<file path="src/lcdcs_defines.svh">
/*
  Constants for the common scan and power control block.
  Assumes it is included by bare name from the package file only; the modules do not include it.
*/
`ifndef LCDCS_DEFINES_SVH
`define LCDCS_DEFINES_SVH

`define LCDCS_NUM_COM       32
`define LCDCS_NUM_CHAN      129
`define LCDCS_HALF_ROWS     16
`define LCDCS_QUART         8
`define LCDCS_UPPER_BASE    24
`define LCDCS_ROWS_33       32
`define LCDCS_ROWS_17       16
`define LCDCS_PWR_BOOST     2
`define LCDCS_PWR_REG       1
`define LCDCS_PWR_FOL       0
`define LCDCS_VOL_W         6
`define LCDCS_VOL_RST       6'h00
`define LCDCS_FRAMES_PER_AC 2
`define LCDCS_ROW_CLKS      4

// Register map of the plain command port
`define LCDCS_A_SCAN        4'h0
`define LCDCS_A_PWR         4'h1
`define LCDCS_A_VOL         4'h2
`define LCDCS_A_STAT        4'h3

`endif

</file>
<file path="src/lcdcs_pkg.sv">
/*
  Types for the common scan and power control block.
  Assumes the defines header is on the include path.
*/
`include "lcdcs_defines.svh"
package lcdcs_pkg;
  // Drive level chosen per channel
  typedef enum logic [1:0] {LCDCS_LVL_SEL_POS, LCDCS_LVL_SEL_NEG,
                            LCDCS_LVL_UNS_POS, LCDCS_LVL_UNS_NEG} lcdcs_lvl_e;
endpackage

</file>
<file path="src/lcdcs_chan.sv">
/*
  One driver channel: picks one of four drive levels.
  Assumes data, scan and polarity are synchronous to sys_clk.
*/
`timescale 1ns/100ps
module lcdcs_chan
  import lcdcs_pkg::*;
(
  input  wire logic       sys_clk,
  input  wire logic       rst,
  input  wire logic       pix,
  input  wire logic       scan,
  input  wire logic       ac_drive_polarity,
  output lcdcs_lvl_e      level
);
  typedef struct packed {lcdcs_lvl_e level;} lcdcs_chan_s;
  lcdcs_chan_s st, next_st;

  // Selected when pixel data or common scan active
  always_comb begin
    next_st = st;
    if (pix | scan) begin                               // see RL6
      next_st.level = ac_drive_polarity ? LCDCS_LVL_SEL_NEG : LCDCS_LVL_SEL_POS;
    end else begin
      next_st.level = ac_drive_polarity ? LCDCS_LVL_UNS_NEG : LCDCS_LVL_UNS_POS;
    end
  end

  always_ff @(posedge sys_clk) begin
    if (rst) st <= '0;
    else     st <= next_st;
  end
  assign level = st.level;
endmodule

</file>
<file path="src/lcdcs_top.sv">
/*
  Common scan mapping, polarity generation and power stage enables.
  Assumes a plain command port master synchronous to sys_clk.
*/
// Our own choices: the address-and-strobe port and the placing of the registers.
// What this block does
// RL1: Host selects and holds common scan direction
// RL2: 1/33 normal: rows 0..31 on pins 0..31
// RL3: 1/33 reversed: row 31 on pin 0
// RL4: 1/17 normal: rows 0-7, 8-15 on 0-7, 24-31
// RL5: 1/17 reversed: pins 0-7 rows 15..8
// RL6: Each channel picks one of four levels
// RL7: Supply stages enabled only in master mode
// RL8: Power command updates three enables independently
// RL9: D2 booster, D1 regulator, D0 follower
// RL10: Host uses only four sensible power patterns; the block passes any of the eight, and the testbench writes all eight
// RL11: Sixty-four level contrast setting held
// RL12: Polarity alternates every two frames
// RL13: Reset: stages off, direction normal
`timescale 1ns/100ps
module lcdcs_top
  import lcdcs_pkg::*;
#(
  parameter int NUM_COM  = `LCDCS_NUM_COM,
  parameter int NUM_CHAN = `LCDCS_NUM_CHAN,
  parameter int ROW_CLKS = `LCDCS_ROW_CLKS
) (
  input  wire logic                  sys_clk,
  input  wire logic                  rst,
  input  wire logic [3:0]            addr,
  input  wire logic [7:0]            wdata,
  input  wire logic                  wr,
  input  wire logic                  rd,
  output logic      [7:0]            rdata,
  input  wire logic                  duty_17,
  input  wire logic                  master,
  input  wire logic [NUM_CHAN-1:0]   pix_data,
  output logic      [NUM_COM-1:0]    com_scan,
  output logic                       com_icon,
  output logic                       ac_drive_polarity,
  output logic                       booster_en,
  output logic                       regulator_en,
  output logic                       follower_en,
  output logic [`LCDCS_VOL_W-1:0]    contrast,
  output lcdcs_lvl_e [NUM_CHAN-1:0]  drive_level
);
  // ----------------------------------------
  // State
  // ----------------------------------------
  typedef struct packed {
    logic                     scan_rev;
    logic [2:0]               pwr;
    logic [`LCDCS_VOL_W-1:0]  vol;
    logic [5:0]               row;
    logic [7:0]               row_tick;
    logic                     frame_cnt;
    logic                     pol;
    logic [NUM_COM-1:0]       com;
    logic                     icon;
    logic [7:0]               rdata;
  } lcdcs_top_s;
  lcdcs_top_s st, next_st;

  logic [5:0] last_row;
  logic [4:0] pin;
  logic       pin_ok;
  assign last_row = duty_17 ? 6'(`LCDCS_ROWS_17) : 6'(`LCDCS_ROWS_33);

  // Logical row to physical pin
  always_comb begin
    pin    = '0;
    pin_ok = 1'b0;
    if (st.row < last_row) begin
      pin_ok = 1'b1;
      if (!duty_17) begin
        pin = st.scan_rev ? 5'(`LCDCS_ROWS_33 - 1 - int'(st.row))   // see RL3
                          : st.row[4:0];                            // see RL2
      end else if (!st.scan_rev) begin
        pin = (st.row < 6'(`LCDCS_QUART)) ? st.row[4:0]             // see RL4
              : 5'(int'(st.row) - `LCDCS_QUART + `LCDCS_UPPER_BASE);
      end else begin
        pin = (st.row >= 6'(`LCDCS_QUART))                          // see RL5
              ? 5'(`LCDCS_ROWS_17 - 1 - int'(st.row))
              : 5'(`LCDCS_UPPER_BASE + `LCDCS_QUART - 1 - int'(st.row));
      end
    end
  end

  // ----------------------------------------
  // Next state
  // ----------------------------------------
  always_comb begin
    next_st       = st;
    next_st.rdata = '0;
    if (wr) begin
      unique case (addr)
        `LCDCS_A_SCAN: next_st.scan_rev = wdata[0];                 // see RL1
        `LCDCS_A_PWR:  next_st.pwr = wdata[2:0];                    // see RL8
        `LCDCS_A_VOL:  next_st.vol = wdata[`LCDCS_VOL_W-1:0];       // see RL11
        default: ;
      endcase
    end
    if (rd) begin
      unique case (addr)
        `LCDCS_A_SCAN: next_st.rdata = {7'h00, st.scan_rev};
        `LCDCS_A_PWR:  next_st.rdata = {5'h00, st.pwr};
        `LCDCS_A_VOL:  next_st.rdata = {2'h0, st.vol};
        `LCDCS_A_STAT: next_st.rdata = {st.pol, master, duty_17, st.icon, 4'h0};
        default:       next_st.rdata = '0;
      endcase
    end
    // Row timing: icon row is the last slot of each frame
    if (st.row_tick == 8'(ROW_CLKS - 1)) begin
      next_st.row_tick = '0;
      // A duty change mid-frame can leave row past the new end
      if (st.row >= last_row) begin
        next_st.row = '0;
        next_st.frame_cnt = st.frame_cnt + 1'b1;
        if (st.frame_cnt == 1'(`LCDCS_FRAMES_PER_AC - 1)) begin
          next_st.pol = ~st.pol;                                    // see RL12
        end
      end else begin
        next_st.row = st.row + 6'h01;
      end
    end else begin
      next_st.row_tick = st.row_tick + 8'h01;
    end
    next_st.com = '0;
    if (pin_ok) next_st.com[pin] = 1'b1;
    next_st.icon = (st.row == last_row);
  end

  always_ff @(posedge sys_clk) begin
    if (rst) begin
      st     <= '0;                                                 // see RL13
      st.vol <= `LCDCS_VOL_RST;
    end else begin
      st <= next_st;
    end
  end

  // ----------------------------------------
  // Outputs
  // ----------------------------------------
  assign rdata             = st.rdata;
  assign com_scan          = st.com;
  assign com_icon          = st.icon;
  assign ac_drive_polarity = st.pol;
  assign contrast          = st.vol;
  // Slave parts take supply from the master, so enables gate here
  assign booster_en   = master & st.pwr[`LCDCS_PWR_BOOST];          // see RL7 see RL9
  assign regulator_en = master & st.pwr[`LCDCS_PWR_REG];            // see RL7 see RL9
  assign follower_en  = master & st.pwr[`LCDCS_PWR_FOL];            // see RL7 see RL9

  logic any_scan;
  assign any_scan = |st.com | st.icon;

  genvar g;
  generate
    for (g = 0; g < NUM_CHAN; g++) begin : g_chan
      lcdcs_chan u_chan (
        .sys_clk           (sys_clk),
        .rst               (rst),
        .pix               (pix_data[g]),
        .scan              (any_scan),
        .ac_drive_polarity (st.pol),
        .level             (drive_level[g])
      );
    end
  endgenerate

  // ----------------------------------------
  // Checks
  // ----------------------------------------
  a_slave_power_off: assert property (@(posedge sys_clk) disable iff (rst) // see RL7
    !master |-> !(booster_en | regulator_en | follower_en))
    else $error("Stage enabled in slave mode");
  a_pwr_bits_map: assert property (@(posedge sys_clk) disable iff (rst) // see RL9
    (wr && addr == `LCDCS_A_PWR && master) |=> booster_en == $past(wdata[2])
      && regulator_en == $past(wdata[1]) && follower_en == $past(wdata[0]))
    else $error("Power bit mapping wrong");
  a_scan_held: assert property (@(posedge sys_clk) disable iff (rst) // see RL1
    !(wr && addr == `LCDCS_A_SCAN) |=> $stable(st.scan_rev))
    else $error("Scan direction changed without command");
  a_one_hot_com: assert property (@(posedge sys_clk) disable iff (rst) // see RL2
    $onehot0({com_scan, com_icon}))
    else $error("More than one common active");
  a_reserved_pins: assert property (@(posedge sys_clk) disable iff (rst) // see RL4
    duty_17 |-> com_scan[23:8] == '0 || $changed(duty_17))
    else $error("Reserved pin scanned in 1/17");
  a_pol_toggle: assert property (@(posedge sys_clk) disable iff (rst) // see RL12
    $changed(ac_drive_polarity) |-> $past(st.frame_cnt, 2) == 1'b1)
    else $error("Polarity toggled off frame pair");
  a_vol_held: assert property (@(posedge sys_clk) disable iff (rst) // see RL11
    (wr && addr == `LCDCS_A_VOL) |=> contrast == $past(wdata[5:0]))
    else $error("Contrast not stored");
  a_reset_state: assert property (@(posedge sys_clk) // see RL13
    $past(rst) |-> !booster_en && !regulator_en && !follower_en && !st.scan_rev)
    else $error("Reset state wrong");

  // ----------------------------------------
  // Checks: common mapping
  // ----------------------------------------
  a_map_norm_33: assert property (@(posedge sys_clk) disable iff (rst) // see RL2
    (!duty_17 && !st.scan_rev && st.row < 6'(`LCDCS_ROWS_33))
      |=> com_scan == NUM_COM'(1) << $past(st.row))
    else $error("Normal 1/33 row on wrong pin");

  a_map_rev_33: assert property (@(posedge sys_clk) disable iff (rst) // see RL3
    (!duty_17 && st.scan_rev && st.row < 6'(`LCDCS_ROWS_33))
      |=> com_scan == NUM_COM'(1) << (NUM_COM - 1 - $past(st.row)))
    else $error("Reversed 1/33 row on wrong pin");

  a_map_norm_lo: assert property (@(posedge sys_clk) disable iff (rst) // see RL4
    (duty_17 && !st.scan_rev && st.row < 6'(`LCDCS_QUART))
      |=> com_scan == NUM_COM'(1) << $past(st.row))
    else $error("Normal 1/17 low row on wrong pin");

  a_map_norm_hi: assert property (@(posedge sys_clk) disable iff (rst) // see RL4
    (duty_17 && !st.scan_rev && st.row >= 6'(`LCDCS_QUART)
      && st.row < 6'(`LCDCS_ROWS_17))
      |=> com_scan == NUM_COM'(1) << ($past(st.row) + `LCDCS_UPPER_BASE - `LCDCS_QUART))
    else $error("Normal 1/17 high row on wrong pin");

  a_map_rev_lo: assert property (@(posedge sys_clk) disable iff (rst) // see RL5
    (duty_17 && st.scan_rev && st.row < 6'(`LCDCS_QUART))
      |=> com_scan == NUM_COM'(1) << (NUM_COM - 1 - $past(st.row)))
    else $error("Reversed 1/17 low row on wrong pin");

  a_map_rev_hi: assert property (@(posedge sys_clk) disable iff (rst) // see RL5
    (duty_17 && st.scan_rev && st.row >= 6'(`LCDCS_QUART)
      && st.row < 6'(`LCDCS_ROWS_17))
      |=> com_scan == NUM_COM'(1) << (`LCDCS_ROWS_17 - 1 - $past(st.row)))
    else $error("Reversed 1/17 high row on wrong pin");

  a_icon_slot: assert property (@(posedge sys_clk) disable iff (rst) // see RL2
    (st.row == last_row) |=> com_icon && com_scan == '0)
    else $error("Icon slot not on icon common");

  // ----------------------------------------
  // Checks: power stages
  // ----------------------------------------
  a_pwr_held: assert property (@(posedge sys_clk) disable iff (rst) // see RL8
    !(wr && addr == `LCDCS_A_PWR) |=> $stable(st.pwr))
    else $error("Power bits changed without command");

  a_master_pass: assert property (@(posedge sys_clk) disable iff (rst) // see RL7
    master |-> booster_en == st.pwr[`LCDCS_PWR_BOOST]
      && regulator_en == st.pwr[`LCDCS_PWR_REG]
      && follower_en == st.pwr[`LCDCS_PWR_FOL])
    else $error("Master enables differ from power bits");

  // ----------------------------------------
  // Checks: command port
  // ----------------------------------------
  a_scan_write: assert property (@(posedge sys_clk) disable iff (rst) // see RL1
    (wr && addr == `LCDCS_A_SCAN) |=> st.scan_rev == $past(wdata[0]))
    else $error("Scan direction not stored");

  a_unmapped_wr: assert property (@(posedge sys_clk) disable iff (rst) // see RL1
    (wr && addr > `LCDCS_A_STAT)
      |=> $stable(st.scan_rev) && $stable(st.pwr) && $stable(st.vol))
    else $error("Unmapped write changed a setting");

  a_vol_stable: assert property (@(posedge sys_clk) disable iff (rst) // see RL11
    !(wr && addr == `LCDCS_A_VOL) |=> $stable(contrast))
    else $error("Contrast changed without command");

  a_vol_reset: assert property (@(posedge sys_clk) // see RL13
    $past(rst) |-> contrast == `LCDCS_VOL_RST)
    else $error("Contrast reset value wrong");

  // ----------------------------------------
  // Checks: levels and timing
  // ----------------------------------------
  a_level_sel: assert property (@(posedge sys_clk) disable iff (rst) // see RL6
    any_scan |=> drive_level[0] ==
      ($past(st.pol) ? LCDCS_LVL_SEL_NEG : LCDCS_LVL_SEL_POS))
    else $error("Selected level wrong for polarity");

  a_tick_bound: assert property (@(posedge sys_clk) disable iff (rst) // see RL12
    st.row_tick < 8'(ROW_CLKS))
    else $error("Row tick out of range");

  a_pol_on_frame: assert property (@(posedge sys_clk) disable iff (rst) // see RL12
    $changed(ac_drive_polarity) |-> $past(st.row) == $past(last_row))
    else $error("Polarity flipped inside a frame");
endmodule

</file>
<file path="config.mk">
export PLATFORM = sky130hd
export DESIGN_NAME = lcdcs_top
export DESIGN_NICKNAME = d
export VERILOG_FILES = /design/src/lcdcs_pkg.sv /design/src/lcdcs_chan.sv /design/src/lcdcs_top.sv
export VERILOG_INCLUDE_DIRS = /design/src /design/src/src
export SDC_FILE = /design/constraint.sdc
export NUM_CORES = 1
export LEC_CHECK = 0
export ABC_AREA = 1
export BUFFER_PORTS_ARGS = -buffer_cell sky130_fd_sc_hd__buf_4
export CAP_MARGIN = 15
export CORE_AREA = 2 2 177 179
export DETAILED_ROUTE_END_ITERATION = 6
export DIE_AREA = 0 0 179 181
export GPL_TIMING_DRIVEN = 0
export PLACE_DENSITY_LB_ADDON = 0.08
export REMOVE_ABC_BUFFERS = 1
export SYNTH_ARGS = -nofsm -noshare
export SYNTH_HDL_FRONTEND = slang
export SYNTH_HIERARCHICAL = 1
export SYNTH_SLANG_ARGS = --single-unit
</file>
<file path="constraint.sdc">
create_clock -name sys_clk -period 3.6 [get_ports sys_clk]
set_input_delay 0.18 -clock sys_clk [delete_from_list [all_inputs] [get_ports sys_clk]]
set_output_delay 0.18 -clock sys_clk [all_outputs]
set_load 0.02 [all_outputs]
</file>
After elaboration in Yosys (flattened, before gate mapping) --
Cells that the tools add are included.
Word-level totals: bits in registers 325, bits in latches 0, bits in writable memories 0, memory bits (read-only) 0, output and inout port bits 309, logic and storage cells 447, memories 0
Operators by class: add/sub/neg operators 7, $mul 0, divide/modulo/power cells 0, order comparisons 6, equality and inequality tests 5, shifts and indexed selects 0, muxes and demuxes 143, bitwise operators 136, reductions and logical operators 11
Operator list (count):
- 2-bit two-way mux | 129
- 1-bit OR | 130
- 8-bit case mux with 4 select lines | 1
- 32-bit OR reduction | 1
- 5-bit two-way mux | 6
- 6-bit two-way mux | 2
- 8-bit by 1-bit adder with 8-bit output (second input constant) | 1
- 4-bit by 2-bit == test with 1-bit output (second input constant) | 2
- 8-bit by 2-bit == test with 1-bit output (second input constant) | 1
- 2-bit AND reduction | 4
- 6-bit by 1-bit adder with 6-bit output (second input constant) | 1
- 6-bit == test | 1
- 6-bit by 4-bit greater-or-equal comparator with 1-bit output (second input constant) | 1
- 6-bit greater-or-equal comparator | 1
- 5-bit by 6-bit < comparator with 1-bit output (second input constant) | 1
- 6-bit by 4-bit < comparator with 1-bit output (second input constant) | 1
- 6-bit < comparator | 1
- 2-bit OR reduction | 3
- 5-bit by 4-bit adder with 5-bit output (second input constant) | 1
- 1-bit demux with 5-bit select | 1
- 5-bit by 1-bit greater-or-equal comparator with 1-bit output (second input constant) | 1
- 4-bit by 5-bit subtractor with 5-bit output (first input constant) | 1
- 5-bit by 4-bit subtractor with 5-bit output (second input constant) | 1
- 5-bit subtractor (first input constant) | 1
- other kinds (8) | 15

Logic depth before layout (Yosys ltp) --
depth in word-level cells 10, gate-level depth with buffers 10, mapped depth without buffers 10

Modules after synthesis --
The synthesis kept the hierarchy.
Modules (own cells, without submodules):
- lcdcs_chan | instances 129, cells an instance 8, area an instance 65.1 um^2, seq. area each 40.0 um^2
- lcdcs_top | instances 1, cells an instance 373, area an instance 2975.4 um^2, seq. area each 1341.3 um^2

Least setup slack after synthesis --
No wires, ideal clock.
path kind reg2reg, start point register st, in the netlist com_scan[15], end point register g_chan[0].u_chan.st, in the netlist g_chan[0].u_chan/level[1], arrival time 3.381 ns, setup slack 0.156 ns, stages on the path, launching flop included 7, clock period less this slack 3.444 ns, path through dfxtp_1 > or2_2 > nor4_1 > nand3_1 > inv_1 > nand2_1 > nor2_2
Between the ends: word-level cells in the longest chain between the ends 4
RTL lines:
- from (decl) | RTL line lcdcs_top.sv:62 | lcdcs_top_s st, next_st;
- from (signal assigned) | RTL line lcdcs_top.sv:138 | st <= next_st;
- 32-bit OR reduction | RTL line lcdcs_top.sv:156 | assign any_scan = |st.com | st.icon;
- 1-bit OR | RTL line lcdcs_top.sv:156
- named net any_scan | RTL line lcdcs_top.sv:155 | logic any_scan;
- 1-bit OR | RTL line lcdcs_chan.sv:22 | if (pix | scan) begin
- 2-bit two-way mux | RTL line lcdcs_chan.sv:22
- to (signal assigned) | RTL line lcdcs_chan.sv:31 | else st <= next_st;
- to (decl) | RTL line lcdcs_chan.sv:17 | lcdcs_chan_s st, next_st;
The timed path passes the listed nets, and every way through them passes these cells. A chain may end at the register's enable or synchronous reset.

Worst setup path in the final report --
start point register st, in the netlist com_scan[15], end point register g_chan[26].u_chan.st, in the netlist g_chan[26].u_chan/level[1]
Between the ends: word-level cells in the longest chain between the ends 4
RTL lines (RTL line):
- 32-bit OR reduction | lcdcs_top.sv:156
- 1-bit OR | lcdcs_top.sv:156
- named net any_scan | lcdcs_top.sv:155
- 1-bit OR | lcdcs_chan.sv:22
- 2-bit two-way mux | lcdcs_chan.sv:22
- to (signal assigned) | lcdcs_chan.sv:31
- to (decl) | lcdcs_chan.sv:17
The timed path passes the listed nets, and every way through them passes these cells.

==> metrics.csv <==
metric;value;unit
netlist_area;11400;um^2
grt_util_met1;22.6;%
worst_slack;0.970;ns
start_kind;flop;
r2r_end;g_chan[26].u_chan/level[1];
crit_fanout;75;
reg2regPathDepth;7;
start_util;37.5;%
reg2reg_setup_slack;0.97;ns
gp_congestion;0.792;
clk_pin_slew;0.06;ns
status;finished, final reports clean;
vias_per_cell;4.00;
grt-busiest-layer;met2;
endpoint_kind;flop;
drc_errors;0;
fin_crit_sh;73.1;%
core_area;30300;um^2
leakagePower;8.93;nW
ir_drop;0.399;mV
setup-violations-final;0;
totalPowerFinal;8.69;mW
hp-class;primary input to flop;
num_rows;64;
diodes;0;
critPathKind;flop to flop;
grt_pass1_wl;51200;um
finalHoldViolCount;0;
dr.pass1.iters;4;
clock.fmax;0.380;GHz
grt_use_total;20.1;%
first_iter_violations;523;
grt_overflow;0;
dp.final_hpwl;23200;um
num_io_pins;456;
tightestPinTransition;0.691;ns
hold_end;g_chan[27].u_chan/level[0];
grt_max_degree;107;
drive_above_1_share;33.2;%
die_x;179;um
antenna_found_initial;0;
fin_nets;2150;
grt_pass1_vias;9518;
num_vias;9674;
timing.final.crit_period;2.63;ns
layout.cells.non_filler;2419;
yosysSeqAreaShare;57.2;%
cp.required;4.04;ns
cp-startpoint;com_scan[15];
cts_buffers;37;
place_inst;2208;
syn_inst;1405;
ant_nets;0;
cts_tree;yes;
slew_violations;0;
nFillCells;2735;
finalWirelength;33300;um
cp.arrival;3.07;ns
cts_root_buffer;clkbuf_16;
hold_depth;2;
synth-seq-cells;325;
grt_use_met2;34.9;%
setup_tns;0;ns
synth.distinct_cells;30;
r2r_start;com_scan[15];
wl_per_cell;13.8;um
die_y;181;um
syn_to_final_growth;55.7;%
maxCapViolations;0;
fp.dieArea;32400;um^2
hp-start;rst;
clk-insertion-delay-late;0.51;ns
slew_headroom;53.9;%
syn_avg_cell_area;8.09;um^2
skew;0.0154;ns
ys_warn_count;6;
cts_repair_resize_count;0;
powerDensity;491;nW/um^2
met3_usage;6.67;%
fin_util;58.3;%
clkSinkCount;325;
pre_cts_slack;0.948;ns
io_buffers;453;
rsz0062_at_grt;no;
htree_levels;2;
clockBufferDepth;3;
-- worst max-delay path: stages (launching register included) --
cell	delay (ns)
dfxtp_1	0.31
or2_2	0.32
nor4_1	0.57
nand3_4	0.62
buf_16	0.46
inv_1	0.10
nand2_1	0.06
nor2_2	0.08
-- sequential cells by signal, indices dropped and copies added (netlist names) --
register             cells
g_chan.u_chan/level    258
com_scan                32
st                      19
rdata                    8
contrast                 6
ac_drive_polarity        1
com_icon                 1
-- cells in the final DEF (no fill, tap or decap), drive strengths merged --
cell type / Yosys / final
nor2: 335 / 335
xnor2: 2 / 2
clkbuf: 1 / 55
o22ai: 1 / 1
or2: 1 / 1
dfxtp: 325 / 325
a21o: 1 / 1
ha: 5 / 5
xor2: 2 / 2
bufinv: 0 / 1
nand4: 8 / 8
nor3: 8 / 8
nor3b: 1 / 1
a31oi: 1 / 1
nand3: 25 / 25
clkinv: 0 / 7
o21ai: 6 / 6
and3: 2 / 2
inv: 418 / 419
nand2: 188 / 188
buf: 49 / 457
nor4: 3 / 3
dlygate4sd3: 0 / 147
o211ai: 1 / 1
a21oi: 22 / 22
-- logic make-up after synthesis --
| kind of cell | Yosys count | share of synthesized area (%) |
|---|---|---|
| fa+ha+maj | 5 | 0.550 |
| flops | 325 | 57.2 |
| xor+xnor | 4 | 0.308 |
| simple gates | 571 | 23.1 |
| compound gates | 32 | 1.67 |
| buf+inv | 468 | 17.1 |
-- synthesized netlist by cell type --
cell type  instances  share of area, %
clkbuf_1           1             0.033
a21oi_1           20              0.88
nand4_1            8              0.44
nor2_4             2              0.20
buf_6              2              0.20
nor2_2           131               7.2
o21ai_0            5              0.22
buf_4             47               3.1
a31oi_1            1             0.055
o22ai_1            1             0.055
ha_1               5              0.55
nor3b_1            1             0.066
nand2_2            6              0.33
nor3_1             8              0.35
o21ai_1            1             0.044
nor2_1           202               6.7
inv_1            414                14
nand2_1          182               6.0
xnor2_1            2              0.15
a21oi_4            2              0.29
and3_1             2              0.11
nand3_2            9              0.79
nand3_1           16              0.70
or2_2              1             0.055
nor4_1             3              0.17
dfxtp_1          325                57
a21o_1             1             0.066
inv_2              4              0.13
o211ai_1           1             0.066
xor2_1             2              0.15
-- per-layer routing --
metal	vias to the layer above	wire length, um
met3	76	3010
met1	4212	13200
met5	-	0
met2	318	15900
met4	0	1190
li1	5068	-
-- layout make-up --
cell class / instances / area (um^2) / area share, %
Inverter: 418 / 1570 / 8.86
Sequential cell: 325 / 6510 / 36.8
Timing Repair Buffer: 604 / 4990 / 28.2
Multi-Input combinational cell: 612 / 2930 / 16.5
Tap cell: 396 / 495 / 2.80
Clock buffer: 55 / 1140 / 6.42
Clock inverter: 9 / 73.8 / 0.417
-- power breakdown --
part | internal [mW] | switching [mW]
combinational | 0.531 | 0.700
clock | 2.25 | 1.44
sequential | 3.73 | 0.0466
-- metrics by stage --
stage / instance area, um^2 / hold WS, ns
floorplan: 11000 / 0.247
global placement: 14900 / 0.425
detailed placement: 15000 / 0.428
CTS: 17700 / 0.0710
global route: 17700 / 0.105
finish: 17700 / 0.0832
-- worst max-delay path by stage --
stage,cells after the start,end
floorplan,6,g_chan[0].u_chan/level[1]
finish,7,g_chan[26].u_chan/level[1]
detailed placement,7,g_chan[105].u_chan/level[1]
CTS,7,g_chan[75].u_chan/level[1]
global route,7,g_chan[11].u_chan/level[1]
global placement,6,g_chan[95].u_chan/level[1]
-- repair_timing --
item	4_1_cts	5_1_grt
hold buffers	147	0
hold endpoints to repair	144	0
setup buffers	0	0
endpoints found under the setup margin	0	0
Power figures use the tool's default switching activity.
